[config.mk]
export PLATFORM = sky130hd
export DESIGN_NAME = wdtu_top
export DESIGN_NICKNAME = d
export VERILOG_FILES = /design/src/hdl/wdtu_pkg.sv /design/src/hdl/wdtu_prescaler.sv /design/src/hdl/wdtu_top.sv
export SDC_FILE = /design/constraint.sdc
export NUM_CORES = 1
export LEC_CHECK = 0
export BUFFER_PORTS_ARGS = -buffer_cell sky130_fd_sc_hd__buf_2
export CAP_MARGIN = 20
export CORE_MARGIN = 5
export CORE_UTILIZATION = 40
export CTS_BUF_LIST = sky130_fd_sc_hd__clkbuf_4 sky130_fd_sc_hd__clkbuf_8 sky130_fd_sc_hd__clkbuf_16
export CTS_CLUSTER_DIAMETER = 80
export CTS_CLUSTER_SIZE = 12
export DETAILED_ROUTE_END_ITERATION = 12
export PLACE_DENSITY = 0.66
export REMOVE_ABC_BUFFERS = 1
export SLEW_MARGIN = 10
export SYNTH_ARGS = -nofsm -noshare
export SYNTH_HDL_FRONTEND = slang
export SYNTH_SLANG_ARGS = --single-unit
[constraint.sdc]
create_clock -name aclk -period 4.3 [get_ports aclk]
set_clock_uncertainty 0.2 [all_clocks]
set_input_delay 0.43 -clock aclk [delete_from_list [all_inputs] [get_ports aclk]]
set_output_delay 0.43 -clock aclk [all_outputs]
set_load 0.005 [all_outputs]
[src/hdl/wdtu_pkg.sv]
// package of constants and types for the watchdog timer unit
package wdtu_pkg;

  // ****************************************
  // register map
  // ****************************************
  localparam logic [15:0] WDTU_MODE_OFFS = 16'hffc2;
  localparam logic [11:0] WDTU_ADDR_MODE = 12'h000;
  localparam logic [11:0] WDTU_ADDR_WKEY = 12'h004;
  localparam logic [11:0] WDTU_ADDR_STAT = 12'h008;
  localparam logic [7:0] WDTU_MODE_RST = 8'h00;
  localparam logic [7:0] WDTU_MODE_WMASK = 8'h96;
  localparam int WDTU_BIT_RUN = 7;
  localparam int WDTU_BIT_PRIO = 4;
  localparam int WDTU_BIT_SELHI = 2;
  localparam int WDTU_BIT_SELLO = 1;
  localparam logic [1:0] WDTU_SEL_PROHIB = 2'h3;

  // ****************************************
  // counter geometry
  // ****************************************
  localparam int WDTU_PRE_W = 13;
  localparam int WDTU_CNT_W = 8;
  localparam int WDTU_TAP_0 = 8;
  localparam int WDTU_TAP_1 = 10;
  localparam int WDTU_TAP_2 = 12;

  localparam logic [1:0] WDTU_RESP_OKAY = 2'h0;
  localparam logic [1:0] WDTU_RESP_SLVERR = 2'h2;

  typedef struct packed {
    logic run;
    logic prio;
    logic [1:0] sel;
  } wdtu_mode_t;

  typedef struct packed {
    logic valid;
    logic [7:0] data;
    logic [7:0] code3;
    logic [7:0] code4;
  } wdtu_pwrite_t;

endpackage

[src/hdl/wdtu_prescaler.sv]
// free-running prescaler that yields the watchdog count-clock ticks
`timescale 1ns/100ps
module wdtu_prescaler
  import wdtu_pkg::*;
(
  input wire logic aclk,
  input wire logic aresetn,
  input wire logic clk_en,
  input wire logic [1:0] sel,
  output logic tick
);

  logic [WDTU_PRE_W-1:0] pre_q;
  logic [WDTU_PRE_W-1:0] pre_d;
  logic [2:0] tap;

  // never cleared by a watchdog clear, only by reset
  always_ff @(posedge aclk) begin
    if (!aresetn) begin
      pre_q <= '0;
    end else if (clk_en) begin
      pre_q <= pre_d;
    end
  end

  always_comb begin
    pre_d = pre_q + {{(WDTU_PRE_W-1){1'b0}}, 1'b1};
  end

  // a tap bit wraps every 2^(n+1) clocks; the carry out of it marks a tick
  genvar gi;
  generate
    for (gi = 0; gi < 3; gi++) begin : g_tap
      localparam int TAP = (gi == 0) ? WDTU_TAP_0 : ((gi == 1) ? WDTU_TAP_1 : WDTU_TAP_2);
      assign tap[gi] = &pre_q[TAP:0];
    end
  endgenerate

  always_comb begin
    unique case (sel)
      2'h0: tick = clk_en & tap[0];
      2'h1: tick = clk_en & tap[1];
      2'h2: tick = clk_en & tap[2];
      default: tick = 1'b0;
    endcase
  end

endmodule

[src/hdl/wdtu_top.sv]
// watchdog timer unit with protected mode register and axi4-lite slave
//
// Implementation choice: the AXI4-Lite interface to the registers.
`timescale 1ns/100ps
module wdtu_top
  import wdtu_pkg::*;
(
  input wire logic aclk,
  input wire logic aresetn,
  input wire logic clk_en,
  input wire logic [11:0] s_axi_awaddr,
  input wire logic s_axi_awvalid,
  output logic s_axi_awready,
  input wire logic [31:0] s_axi_wdata,
  input wire logic [3:0] s_axi_wstrb,
  input wire logic s_axi_wvalid,
  output logic s_axi_wready,
  output logic [1:0] s_axi_bresp,
  output logic s_axi_bvalid,
  input wire logic s_axi_bready,
  input wire logic [11:0] s_axi_araddr,
  input wire logic s_axi_arvalid,
  output logic s_axi_arready,
  output logic [31:0] s_axi_rdata,
  output logic [1:0] s_axi_rresp,
  output logic s_axi_rvalid,
  input wire logic s_axi_rready,
  input wire logic ext_nmi_req,
  output logic wdt_overflow_irq,
  output logic nmi_wdt_first,
  output logic opcode_trap_req
);

  // ****************************************
  // write channel capture
  // ****************************************
  logic aw_hold_q;
  logic [11:0] aw_addr_q;
  logic w_hold_q;
  logic [31:0] w_data_q;
  logic [3:0] w_strb_q;
  logic bvalid_q;
  logic [1:0] bresp_q;
  logic wr_fire;
  wdtu_pwrite_t pw;

  assign s_axi_awready = !aw_hold_q && !bvalid_q;
  assign s_axi_wready = !w_hold_q && !bvalid_q;
  assign wr_fire = clk_en && aw_hold_q && w_hold_q && !bvalid_q;

  always_ff @(posedge aclk) begin
    if (!aresetn) begin
      aw_hold_q <= 1'b0;
      aw_addr_q <= '0;
    end else if (clk_en) begin
      if (s_axi_awvalid && s_axi_awready) begin
        aw_hold_q <= 1'b1;
        aw_addr_q <= s_axi_awaddr;
      end else if (wr_fire) begin
        aw_hold_q <= 1'b0;
      end
    end
  end

  always_ff @(posedge aclk) begin
    if (!aresetn) begin
      w_hold_q <= 1'b0;
      w_data_q <= '0;
      w_strb_q <= '0;
    end else if (clk_en) begin
      if (s_axi_wvalid && s_axi_wready) begin
        w_hold_q <= 1'b1;
        w_data_q <= s_axi_wdata;
        w_strb_q <= s_axi_wstrb;
      end else if (wr_fire) begin
        w_hold_q <= 1'b0;
      end
    end
  end

  // the protected write arrives as one word on the key register: byte 0 data,
  // byte 2 and byte 3 the two code bytes; a partial write is ignored but answered okay
  always_comb begin
    pw.valid = wr_fire && (aw_addr_q == WDTU_ADDR_WKEY) && (w_strb_q == 4'hf);
    pw.data = w_data_q[7:0];
    pw.code3 = w_data_q[23:16];
    pw.code4 = w_data_q[31:24];
  end

  logic key_ok;
  logic key_bad;
  assign key_ok = pw.valid && (pw.code3 == ~pw.code4);
  assign key_bad = pw.valid && (pw.code3 != ~pw.code4);

  // ****************************************
  // mode register
  // ****************************************
  wdtu_mode_t mode_q;
  logic [7:0] mode_rd;
  logic [1:0] new_sel;

  assign new_sel = {pw.data[WDTU_BIT_SELHI], pw.data[WDTU_BIT_SELLO]};

  always_ff @(posedge aclk) begin
    if (!aresetn) begin
      mode_q <= '0;
    end else if (clk_en && key_ok) begin
      if (!mode_q.run) begin
        mode_q.prio <= pw.data[WDTU_BIT_PRIO];
        mode_q.sel <= (new_sel == WDTU_SEL_PROHIB) ? mode_q.sel : new_sel;
      end
      // settings freeze while running; run is sticky
      mode_q.run <= mode_q.run | pw.data[WDTU_BIT_RUN];
    end
  end

  always_comb begin
    mode_rd = WDTU_MODE_RST;
    mode_rd[WDTU_BIT_RUN] = mode_q.run;
    mode_rd[WDTU_BIT_PRIO] = mode_q.prio;
    mode_rd[WDTU_BIT_SELHI] = mode_q.sel[1];
    mode_rd[WDTU_BIT_SELLO] = mode_q.sel[0];
    mode_rd = mode_rd & WDTU_MODE_WMASK;
  end

  // ****************************************
  // counter and overflow
  // ****************************************
  logic tick;
  logic [WDTU_CNT_W-1:0] cnt_q;
  logic clr;
  logic ovf;

  wdtu_prescaler u_pre (
    .aclk(aclk),
    .aresetn(aresetn),
    .clk_en(clk_en),
    .sel(mode_q.sel),
    .tick(tick)
  );

  assign clr = key_ok && pw.data[WDTU_BIT_RUN];
  assign ovf = mode_q.run && tick && (&cnt_q) && !clr;

  always_ff @(posedge aclk) begin
    if (!aresetn) begin
      cnt_q <= '0;
    end else if (clk_en) begin
      if (clr) begin
        cnt_q <= '0;
      end else if (mode_q.run && tick) begin
        cnt_q <= cnt_q + {{(WDTU_CNT_W-1){1'b0}}, 1'b1};
      end
    end
  end

  // one-cycle request pulses
  logic irq_q;
  logic trap_q;
  always_ff @(posedge aclk) begin
    if (!aresetn) begin
      irq_q <= 1'b0;
      trap_q <= 1'b0;
    end else if (clk_en) begin
      irq_q <= ovf;
      trap_q <= key_bad;
    end
  end
  assign wdt_overflow_irq = irq_q;
  assign opcode_trap_req = trap_q;

  // external nmi pin passes two flops first
  logic nmi_s1_q;
  logic nmi_s2_q;
  always_ff @(posedge aclk) begin
    if (!aresetn) begin
      nmi_s1_q <= 1'b0;
      nmi_s2_q <= 1'b0;
    end else if (clk_en) begin
      nmi_s1_q <= ext_nmi_req;
      nmi_s2_q <= nmi_s1_q;
    end
  end

  // arbitration only matters for simultaneous requests
  logic first_q;
  always_ff @(posedge aclk) begin
    if (!aresetn) begin
      first_q <= 1'b0;
    end else if (clk_en) begin
      first_q <= ovf && (mode_q.prio || !nmi_s2_q);
    end
  end
  assign nmi_wdt_first = first_q;

  // ****************************************
  // write response
  // ****************************************
  always_ff @(posedge aclk) begin
    if (!aresetn) begin
      bvalid_q <= 1'b0;
      bresp_q <= WDTU_RESP_OKAY;
    end else if (clk_en) begin
      if (wr_fire) begin
        bvalid_q <= 1'b1;
        // the mode register itself is not plainly writable
        bresp_q <= (aw_addr_q == WDTU_ADDR_WKEY) ? WDTU_RESP_OKAY : WDTU_RESP_SLVERR;
      end else if (s_axi_bready) begin
        bvalid_q <= 1'b0;
      end
    end
  end
  assign s_axi_bvalid = bvalid_q;
  assign s_axi_bresp = bresp_q;

  // ****************************************
  // read channel
  // ****************************************
  logic rvalid_q;
  logic [31:0] rdata_q;
  logic [1:0] rresp_q;
  assign s_axi_arready = !rvalid_q;

  always_ff @(posedge aclk) begin
    if (!aresetn) begin
      rvalid_q <= 1'b0;
      rdata_q <= '0;
      rresp_q <= WDTU_RESP_OKAY;
    end else if (clk_en) begin
      if (s_axi_arvalid && !rvalid_q) begin
        rvalid_q <= 1'b1;
        rresp_q <= WDTU_RESP_OKAY;
        unique case (s_axi_araddr)
          WDTU_ADDR_MODE: rdata_q <= {24'h0000_00, mode_rd};
          WDTU_ADDR_STAT: rdata_q <= {24'h0000_00, cnt_q};
          WDTU_ADDR_WKEY: rdata_q <= '0;
          default: begin
            rdata_q <= '0;
            rresp_q <= WDTU_RESP_SLVERR;
          end
        endcase
      end else if (s_axi_rready) begin
        rvalid_q <= 1'b0;
      end
    end
  end
  assign s_axi_rvalid = rvalid_q;
  assign s_axi_rdata = rdata_q;
  assign s_axi_rresp = rresp_q;

  // ****************************************
  // checks
  // ****************************************
  a_mode_reset: assert property (@(posedge aclk) !aresetn |=> mode_q == '0)
    else $error("mode not cleared by reset");
  a_bad_key_trap: assert property (@(posedge aclk) disable iff (!aresetn)
    clk_en && key_bad |=> opcode_trap_req && $stable(mode_q))
    else $error("bad key did not trap");
  a_good_key_notrap: assert property (@(posedge aclk) disable iff (!aresetn)
    clk_en && key_ok |=> !opcode_trap_req)
    else $error("good key trapped");
  a_sel_frozen: assert property (@(posedge aclk) disable iff (!aresetn)
    mode_q.run |=> $stable(mode_q.sel) && $stable(mode_q.prio))
    else $error("settings changed while running");
  a_run_sticky: assert property (@(posedge aclk) disable iff (!aresetn)
    mode_q.run |=> mode_q.run)
    else $error("run bit cleared");
  a_clear_counter: assert property (@(posedge aclk) disable iff (!aresetn)
    clk_en && clr |=> cnt_q == '0 && mode_q.run)
    else $error("clear did not zero counter");
  a_sel_legal: assert property (@(posedge aclk) disable iff (!aresetn)
    mode_q.sel != WDTU_SEL_PROHIB)
    else $error("prohibited clock select");
  a_ovf_irq: assert property (@(posedge aclk) disable iff (!aresetn)
    clk_en && mode_q.run && tick && (&cnt_q) && !clr |=> wdt_overflow_irq ##1 cnt_q == '0)
    else $error("overflow without irq");
  a_irq_cause: assert property (@(posedge aclk) disable iff (!aresetn)
    wdt_overflow_irq |-> $past(mode_q.run))
    else $error("irq while stopped");
  a_prio_order: assert property (@(posedge aclk) disable iff (!aresetn)
    nmi_wdt_first |-> wdt_overflow_irq && ($past(mode_q.prio) || !$past(nmi_s2_q)))
    else $error("wrong nmi order");
  a_reserved_zero: assert property (@(posedge aclk) disable iff (!aresetn)
    rvalid_q && $past(s_axi_araddr) == WDTU_ADDR_MODE && $rose(rvalid_q) |-> rdata_q[6:5] == 2'h0 && !rdata_q[0])
    else $error("reserved bits read one");


  // ****************************************
  // handshake and timing checks
  // ****************************************
  // the bus answers must stand until taken, or a stalled master loses them
  a_bresp_hold: assert property (@(posedge aclk) disable iff (!aresetn)
    s_axi_bvalid && !s_axi_bready |=> s_axi_bvalid && $stable(s_axi_bresp))
    else $error("write response dropped");
  a_rdata_hold: assert property (@(posedge aclk) disable iff (!aresetn)
    s_axi_rvalid && !s_axi_rready |=> s_axi_rvalid && $stable(s_axi_rdata))
    else $error("read data dropped");
  a_key_okay: assert property (@(posedge aclk) disable iff (!aresetn)
    clk_en && wr_fire && aw_addr_q == WDTU_ADDR_WKEY |=> s_axi_bvalid && s_axi_bresp == WDTU_RESP_OKAY)
    else $error("key write not answered okay");
  a_partial_ignored: assert property (@(posedge aclk) disable iff (!aresetn)
    clk_en && wr_fire && aw_addr_q == WDTU_ADDR_WKEY && w_strb_q != 4'hf |=> $stable(mode_q) && !opcode_trap_req)
    else $error("partial key write acted");
  a_trap_pulse: assert property (@(posedge aclk) disable iff (!aresetn)
    opcode_trap_req |=> !opcode_trap_req)
    else $error("trap longer than one cycle");
  a_cnt_idle: assert property (@(posedge aclk) disable iff (!aresetn)
    !mode_q.run |-> cnt_q == '0)
    else $error("counter moved while stopped");
  a_prio_wins: assert property (@(posedge aclk) disable iff (!aresetn)
    clk_en && ovf && mode_q.prio |=> nmi_wdt_first)
    else $error("watchdog lost with priority set");

  c_started: cover property (@(posedge aclk) disable iff (!aresetn) $rose(mode_q.run));
  c_overflow: cover property (@(posedge aclk) disable iff (!aresetn) wdt_overflow_irq);
  c_trap: cover property (@(posedge aclk) disable iff (!aresetn) opcode_trap_req);
  c_restart: cover property (@(posedge aclk) disable iff (!aresetn) clr && mode_q.run);

endmodule

After elaboration in Yosys (flattened, before gate mapping)

Cells that the tools add are included.

Register bits: 118
Input bits: 69
Output and inout port bits: 44
Word-level logic and storage cells: 99

Add/subtract/negate cells: 2
Equality and inequality tests: 9
Muxes and demuxes: 13
Bitwise gates (word level): 7
Reductions and logical operators: 48

Operator list:

| cell                                                             | count |
|---|---|
| 12-bit by 3-bit == test with 1-bit output, second input constant | 2 |
| 2-bit AND reduction                                              | 10 |
| 1-bit logical AND                                                | 18 |
| 8-bit two-way mux                                                | 2 |
| 8-bit case mux with 2 select lines                               | 1 |
| 13-bit by 1-bit adder with 13-bit output, second input constant  | 1 |
| 13-bit AND reduction                                             | 1 |
| 12-bit by 4-bit == test with 1-bit output, second input constant | 1 |
| 12-bit zero test                                                 | 1 |
| 11-bit AND reduction                                             | 1 |
| 2-bit nonzero test                                               | 5 |
| 9-bit AND reduction                                              | 1 |
| 8-bit by 1-bit adder with 8-bit output, second input constant    | 1 |
| 8-bit == test                                                    | 1 |
| 8-bit inequality test                                            | 1 |
| 8-bit inverter                                                   | 1 |
| 8-bit AND reduction                                              | 1 |
| 1-bit two-way mux                                                | 7 |
| 1-bit zero test                                                  | 6 |
| 2-bit == test, second input constant                             | 2 |
| 4-bit == test, second input constant                             | 1 |
| 2-bit two-way mux                                                | 2 |
| 1-bit bitwise AND                                                | 3 |
| 1-bit case mux with 3 select lines                               | 1 |
| 7 further kinds                                                  | 8 |

Logic depth before layout (Yosys ltp)

Depth after elaboration: 10
Gate-level depth with buffers: 8

Cells and area by module

A second synthesis with hierarchy kept.

Cell total of the unflattened synthesis: 433
Area total of the unflattened synthesis: 3636.0 um^2

Modules (own cells, without submodules):

| module         | instances | cells an instance | area each (um^2) |
|---|---|---|---|
| wdtu_top       | 1         | 356               | 2965.3 |
| wdtu_prescaler | 1         | 77                | 670.6 |

Worst setup path before layout

No wires, ideal clock.

Path type: reg2reg
Start: register mode_q[0] (netlist name)
End: register cnt_q[4]
Arrival time: 1.862 ns
Slack: 2.168 ns
Stages on the path, launching flop included: 8
Buffers on the path: 0
Clock period less this slack: 2.132 ns
Path through: dfxtp_1 inv_1 ha_1 nand4b_1 nor4_4 o211ai_4 or3_1 a21oi_1

Cells in the longest elaborated chain, start to end: 5
Elaborated cells on any way between the ends: 7
Classes of those cells: eq/ne (2); mux (1); reduce/logical (4)

RTL lines:

| what                                        | line                 | source |
|---|---|---|
| 2-bit == test, or another cell as far along | wdtu_prescaler.sv:40 | `unique case (sel)` |
| 1-bit case mux with 3 select lines *        | wdtu_prescaler.sv:40 |  |
| 1-bit logical AND *                         | wdtu_top.sv:151      | `end else if (mode_q.run && tick) begin` |
| 2-bit nonzero test (no line) *              | --                   |  |
| 2-bit AND reduction (no line) *             | --                   |  |
| to (signal assigned)                        | wdtu_top.sv:152      | `cnt_q <= cnt_q + {{(WDTU_CNT_W-1){1'b0}}, 1'b1};` |
| to (decl)                                   | wdtu_top.sv:130      | `logic [WDTU_CNT_W-1:0] cnt_q;` |

Mark *: on every way between the ends. The rest lies on a longest branch, timed or not.
A chain may end at the register's enable or synchronous reset.

Worst setup path in the final report

Start: register mode_q[0] (netlist name)
End: register cnt_q[4]

Cells in the longest elaborated chain, start to end: 5
Elaborated cells on any way between the ends: 7
Classes of those cells: eq/ne (2); mux (1); reduce/logical (4)

RTL lines:

| what                                        | line |
|---|---|
| 2-bit == test, or another cell as far along | wdtu_prescaler.sv:40 |
| 1-bit case mux with 3 select lines *        | wdtu_prescaler.sv:40 |
| 1-bit logical AND *                         | wdtu_top.sv:151 |
| 2-bit nonzero test (no line) *              | -- |
| 2-bit AND reduction (no line) *             | -- |

Marked as above.

==> reports/metrics.csv <==
stage;metric;value;unit
logic_synthesis;post-synthesis instance area;3588;um2
clock_network;TritonCTS clock tree;done;
hold_path;cell depth of the worst min-delay path;3;
clock_network;number of H-tree branching levels;3;
detailed_routing;number of nets with antenna violations after routing;0;
setup_path;launch point of the worst reg-to-reg path;mode_q[0]$_SDFFE_PN0P_;
setup_path;CP max FO;7;
logic_synthesis;area share of xor/xnor cells in the synthesized design;5.370;%
setup_path;critical path's slowest cell;nor4_4;
setup_path;required arrival time at the worst endpoint;4.38;ns
placed_design;port bufs;74;
setup_path;r2r setup slk;1.99;ns
clock_network;quantity of hold-fixing buffers added after cts;0;
logic_synthesis;ys flop type;dfxtp_1;
floorplan;width of the die;104.7;um
logic_synthesis;number of register bits inferred by synthesis;80;
global_routing;wire length of the first global-routing pass;12470;um
clock_network;clk root buf;clkbuf_8;
detailed_routing;detail-routed via count per cell;4.831;
detailed_routing;Top Layer Used;met4;
global_routing;overall fraction of global-route tracks in use;13.48;%
placed_design;GPL Wtd Cong;0.7768;
global_routing;via count of the first global-routing pass;2887;
clock_network;clock transition at the registers of the reported paths;0.09;ns
floorplan;core footprint;8721;um2
logic_synthesis;share of synthesized cell area in full adder, half adder and majority cells;2.092;%
detailed_routing;Routed WL per cell;12.39;um
logic_synthesis;number of enable flip-flop cells after synthesis;0;
sta;final count of hold timing violations;0;
floorplan;die area;10970;um2
power_and_ir_drop;power density cells;361.1;nW/um2
sta;Tightest Pin Transition;1.022;ns
global_routing;number of antenna violations at the first check in global routing;0;
setup_path;highest cell delay on the worst timing path;0.40;ns
setup_path;series of cell instances along the critical path;inv_1, ha_1, nand4b_1, nor4_4, o211ai_4, or3_1, a21oi_1;
global_routing;maximum number of pins on one net before global-route repair;40;
floorplan;starting utilization of the core area;41.15;%
setup_path;Reg-to-Reg End;cnt_q[4]$_SDFFE_PN0P_;
detailed_routing;wire length on met2;3685;um
layout;ratio of cells with drive above 1 in the final layout;21.07;%
detailed_routing;final routed wirelength across all metal layers;7568;um
hold_path;worst hold path startpoint;s_axi_awaddr[2];
clock_network;insertion delay of the later-clocked pin in the worst-skew pair;0.35;ns
layout;final core utilization;47.98;%
logic_synthesis;average size of a mapped cell;8.345;um2
power_and_ir_drop;IR drop worst, VDD;0.1705;mV
logic_synthesis;proportion of synthesized flip-flops having asynchronous set or reset;0;%
sta;Final Setup Violations;0;
clock_network;Inserted Clock Buffers;9;
logic_synthesis;number of distinct library cells after synthesis;46;
clock_network;maximum buffer depth of the clock tree;2;
clock_network;Clock Sinks;80;
setup_path;startpoint class of the critical path;flip-flop;
detailed_routing;DRT Pass-1 Iters;4;
sta;final number of max-transition violations;0;
hold_path;capture endpoint of the worst hold path;aw_addr_q[2]$_SDFFE_PN0P_;
sta;Max Fclk;0.4329;GHz
logic_synthesis;post-synthesis instance total;430;
status;status;finished, final reports clean;
setup_path;critical path data arrival time;2.39;ns
logic_synthesis;count of synthesis-stage warnings from yosys;0;
sta;minimum clock period;2.310;ns
logic_synthesis;compound-gate portion of the synthesized area;12.38;%
setup_path;Worst R2R Path Depth;7;
setup_path;class of the most critical setup path;reg2reg;
sta;worst slew margin relative to its limit;31.70;%
clock_network;buffer count from post-CTS setup fixing;0;
sta;final clock period utilization by the worst path;53.72;%
detailed_routing;number of DRC markers in iteration 0;65;
layout;fill cell instance count of the final layout;889;
logic_synthesis;simple-gate area share of the yosys netlist;25.07;%
floorplan;I/O pin cnt;113;
hold_path;Hold WC Path Type;in2reg;
detailed_routing;Post-route DRC;0;
detailed_routing;Routed met1 length;3323;um
logic_synthesis;sequential share of the synthesized area;44.63;%
layout;layout net count;573;
floorplan;Cell Rows;34;
logic_synthesis;main combinational cell family by area after synthesis;simple AND/OR/NAND/NOR gates;
global_routing;overall overflow remaining after global route;0;
floorplan;overall die height;104.7;um
detailed_routing;metal3 WL;463;um
flow_run;max-cap check violation count;0;
layout;area growth from synthesis to layout;16.60;%
clock_network;Resize count post-CTS;0;
setup_path;type of element capturing the critical path;flip-flop;
sta;RSZ-0062 raised after global routing;no;
power_and_ir_drop;leakage power figure;0.001714;uW
logic_synthesis;mux contribution to synthesized area;2.022;%
layout;antenna cells;0;
sta;Total Negative Setup Slacks;0;ns
placed_design;placed wire-length estimate after detailed placement;5528;um
detailed_routing;count of vias placed by the detailed router;2952;
## per-layer routing
metal / GRT usage, % / vias to the layer above
met5: 0 / -
met3: 3.761 / 9
met2: 23.44 / 69
met4: 5.205 / 0
li1: - / 1529
met1: 15.71 / 1345
## power by group
group          internal, uW  switching, uW
clock network           336            279
registers               762           14.2
logic                  49.6           68.9
total                  1150            362
## how the worst max path moves through the flow
| stage | start | to | depth (start not counted) |
|---|---|---|---|
| 2_1_floorplan | aresetn | nmi_wdt_first$_SDFFE_PN0P_ | 4 |
| 3_3_place_gp | clk_en | w_data_q[16]$_SDFFE_PN0P_ | 5 |
| 6_report | mode_q[0]$_SDFFE_PN0P_ | cnt_q[4]$_SDFFE_PN0P_ | 7 |
| 3_5_place_dp | clk_en | w_data_q[1]$_SDFFE_PN0P_ | 5 |
| 4_1_cts | clk_en | w_data_q[1]$_SDFFE_PN0P_ | 5 |
| 5_1_grt | mode_q[0]$_SDFFE_PN0P_ | cnt_q[4]$_SDFFE_PN0P_ | 7 |
## metrics by stage
step / setup slack, ns / cells / hold slack, ns / area (um2) / total power [uW]
after floorplan: 2.031 / 411 / 0.2316 / 3417 / 857.1
after global placement: 1.630 / 594 / 0.2308 / 3945 / 907.8
after detailed placement: 1.593 / 594 / 0.2421 / 3945 / 911.6
after CTS: 1.965 / 610 / 0.09714 / 4169 / 1523
after global routing: 1.817 / 611 / 0.08911 / 4184 / 1572
final: 1.990 / 611 / 0.1085 / 4184 / 1511
## final cells by class
cell class | count | area, um2 | area share, %
inverters | 9 | 33.78 | 0.8074
clock inverters | 6 | 92.59 | 2.213
multi-input cells | 322 | 1797 | 42.94
flip-flops and latches | 80 | 1602 | 38.28
well taps | 108 | 135.1 | 3.230
clock buffers | 10 | 131.4 | 3.140
repair buffers | 76 | 392.9 | 9.390
## flip-flops by register name, summed over array words and instances, names as in the netlist, 4 cells and up
register / flops
w_data_q: 20
mode_q: 4
u_pre.pre_q: 13
s_axi_rdata: 8
aw_addr_q: 12
cnt_q: 8
w_strb_q: 4
## cells in the final DEF, fill, tap and decap left out, types with 2 or more instances in the layout
cell type | Yosys | final
nor3_1 | 5 | 5
xnor2_1 | 12 | 12
and3_1 | 5 | 5
nor2_1 | 34 | 34
a21oi_1 | 49 | 49
a211oi_1 | 2 | 2
conb_1 | 1 | 26
o21ai_0 | 6 | 6
nor4_1 | 2 | 2
inv_1 | 9 | 8
or4_1 | 2 | 2
clkinvlp_4 | 0 | 2
a22oi_1 | 4 | 4
nand3b_1 | 2 | 2
mux2i_1 | 5 | 5
clkbuf_8 | 0 | 9
nand4b_1 | 2 | 2
buf_2 | 2 | 74
o2111ai_1 | 3 | 3
and2_1 | 4 | 4
dfxtp_1 | 80 | 80
mux2_2 | 2 | 2
nand4_1 | 4 | 4
ha_1 | 6 | 6
a21o_1 | 2 | 2
xor2_1 | 10 | 10
nand2_1 | 100 | 100
nor4_4 | 2 | 2
bufinv_16 | 0 | 2
or3_1 | 4 | 4
nand3_1 | 12 | 12
nor4_2 | 2 | 2
## synth_stat cells (2+ instances only)
cell	count	area, um2
a211oi_1	2	15.01
a21o_1	2	15.01
a21oi_1	49	245.2
a22oi_1	4	30.03
and2_1	4	25.02
and3_1	5	31.28
buf_1	3	11.26
buf_2	2	10.01
buf_4	26	195.2
clkbuf_1	13	48.80
dfxtp_1	80	1602
ha_1	6	75.07
inv_1	9	33.78
mux2_2	2	22.52
mux2i_1	5	50.05
nand2_1	100	375.4
nand3_1	12	60.06
nand3b_1	2	15.01
nand4_1	4	25.02
nand4b_1	2	17.52
nor2_1	34	127.6
nor3_1	5	25.02
nor4_1	2	12.51
nor4_2	2	25.02
nor4_4	2	42.54
nor4b_1	2	17.52
o2111ai_1	3	26.28
o21ai_0	6	30.03
or3_1	4	25.02
or4_1	2	15.01
xnor2_1	12	105.1
xor2_1	10	87.58
## worst max-delay path: cells and delay by family, from the launching register on
kind,cells,cell delay (ns)
AOI/OAI and AO/OA,2,0.30
and+or+nand+nor,3,0.99
buffers and inverters,1,0.07
DFF,1,0.38
adders and majority gates,1,0.30
## cell families after synthesis
group,count (synthesis)
AO/OA/AOI/OAI,74
XOR/XNOR,22
adder cells (fa/ha/maj),6
buffers and inverters,53
flip-flops,80
multiplexers,7
other,1
AND/OR/NAND/NOR,187
Power figures use the tool's default switching activity.
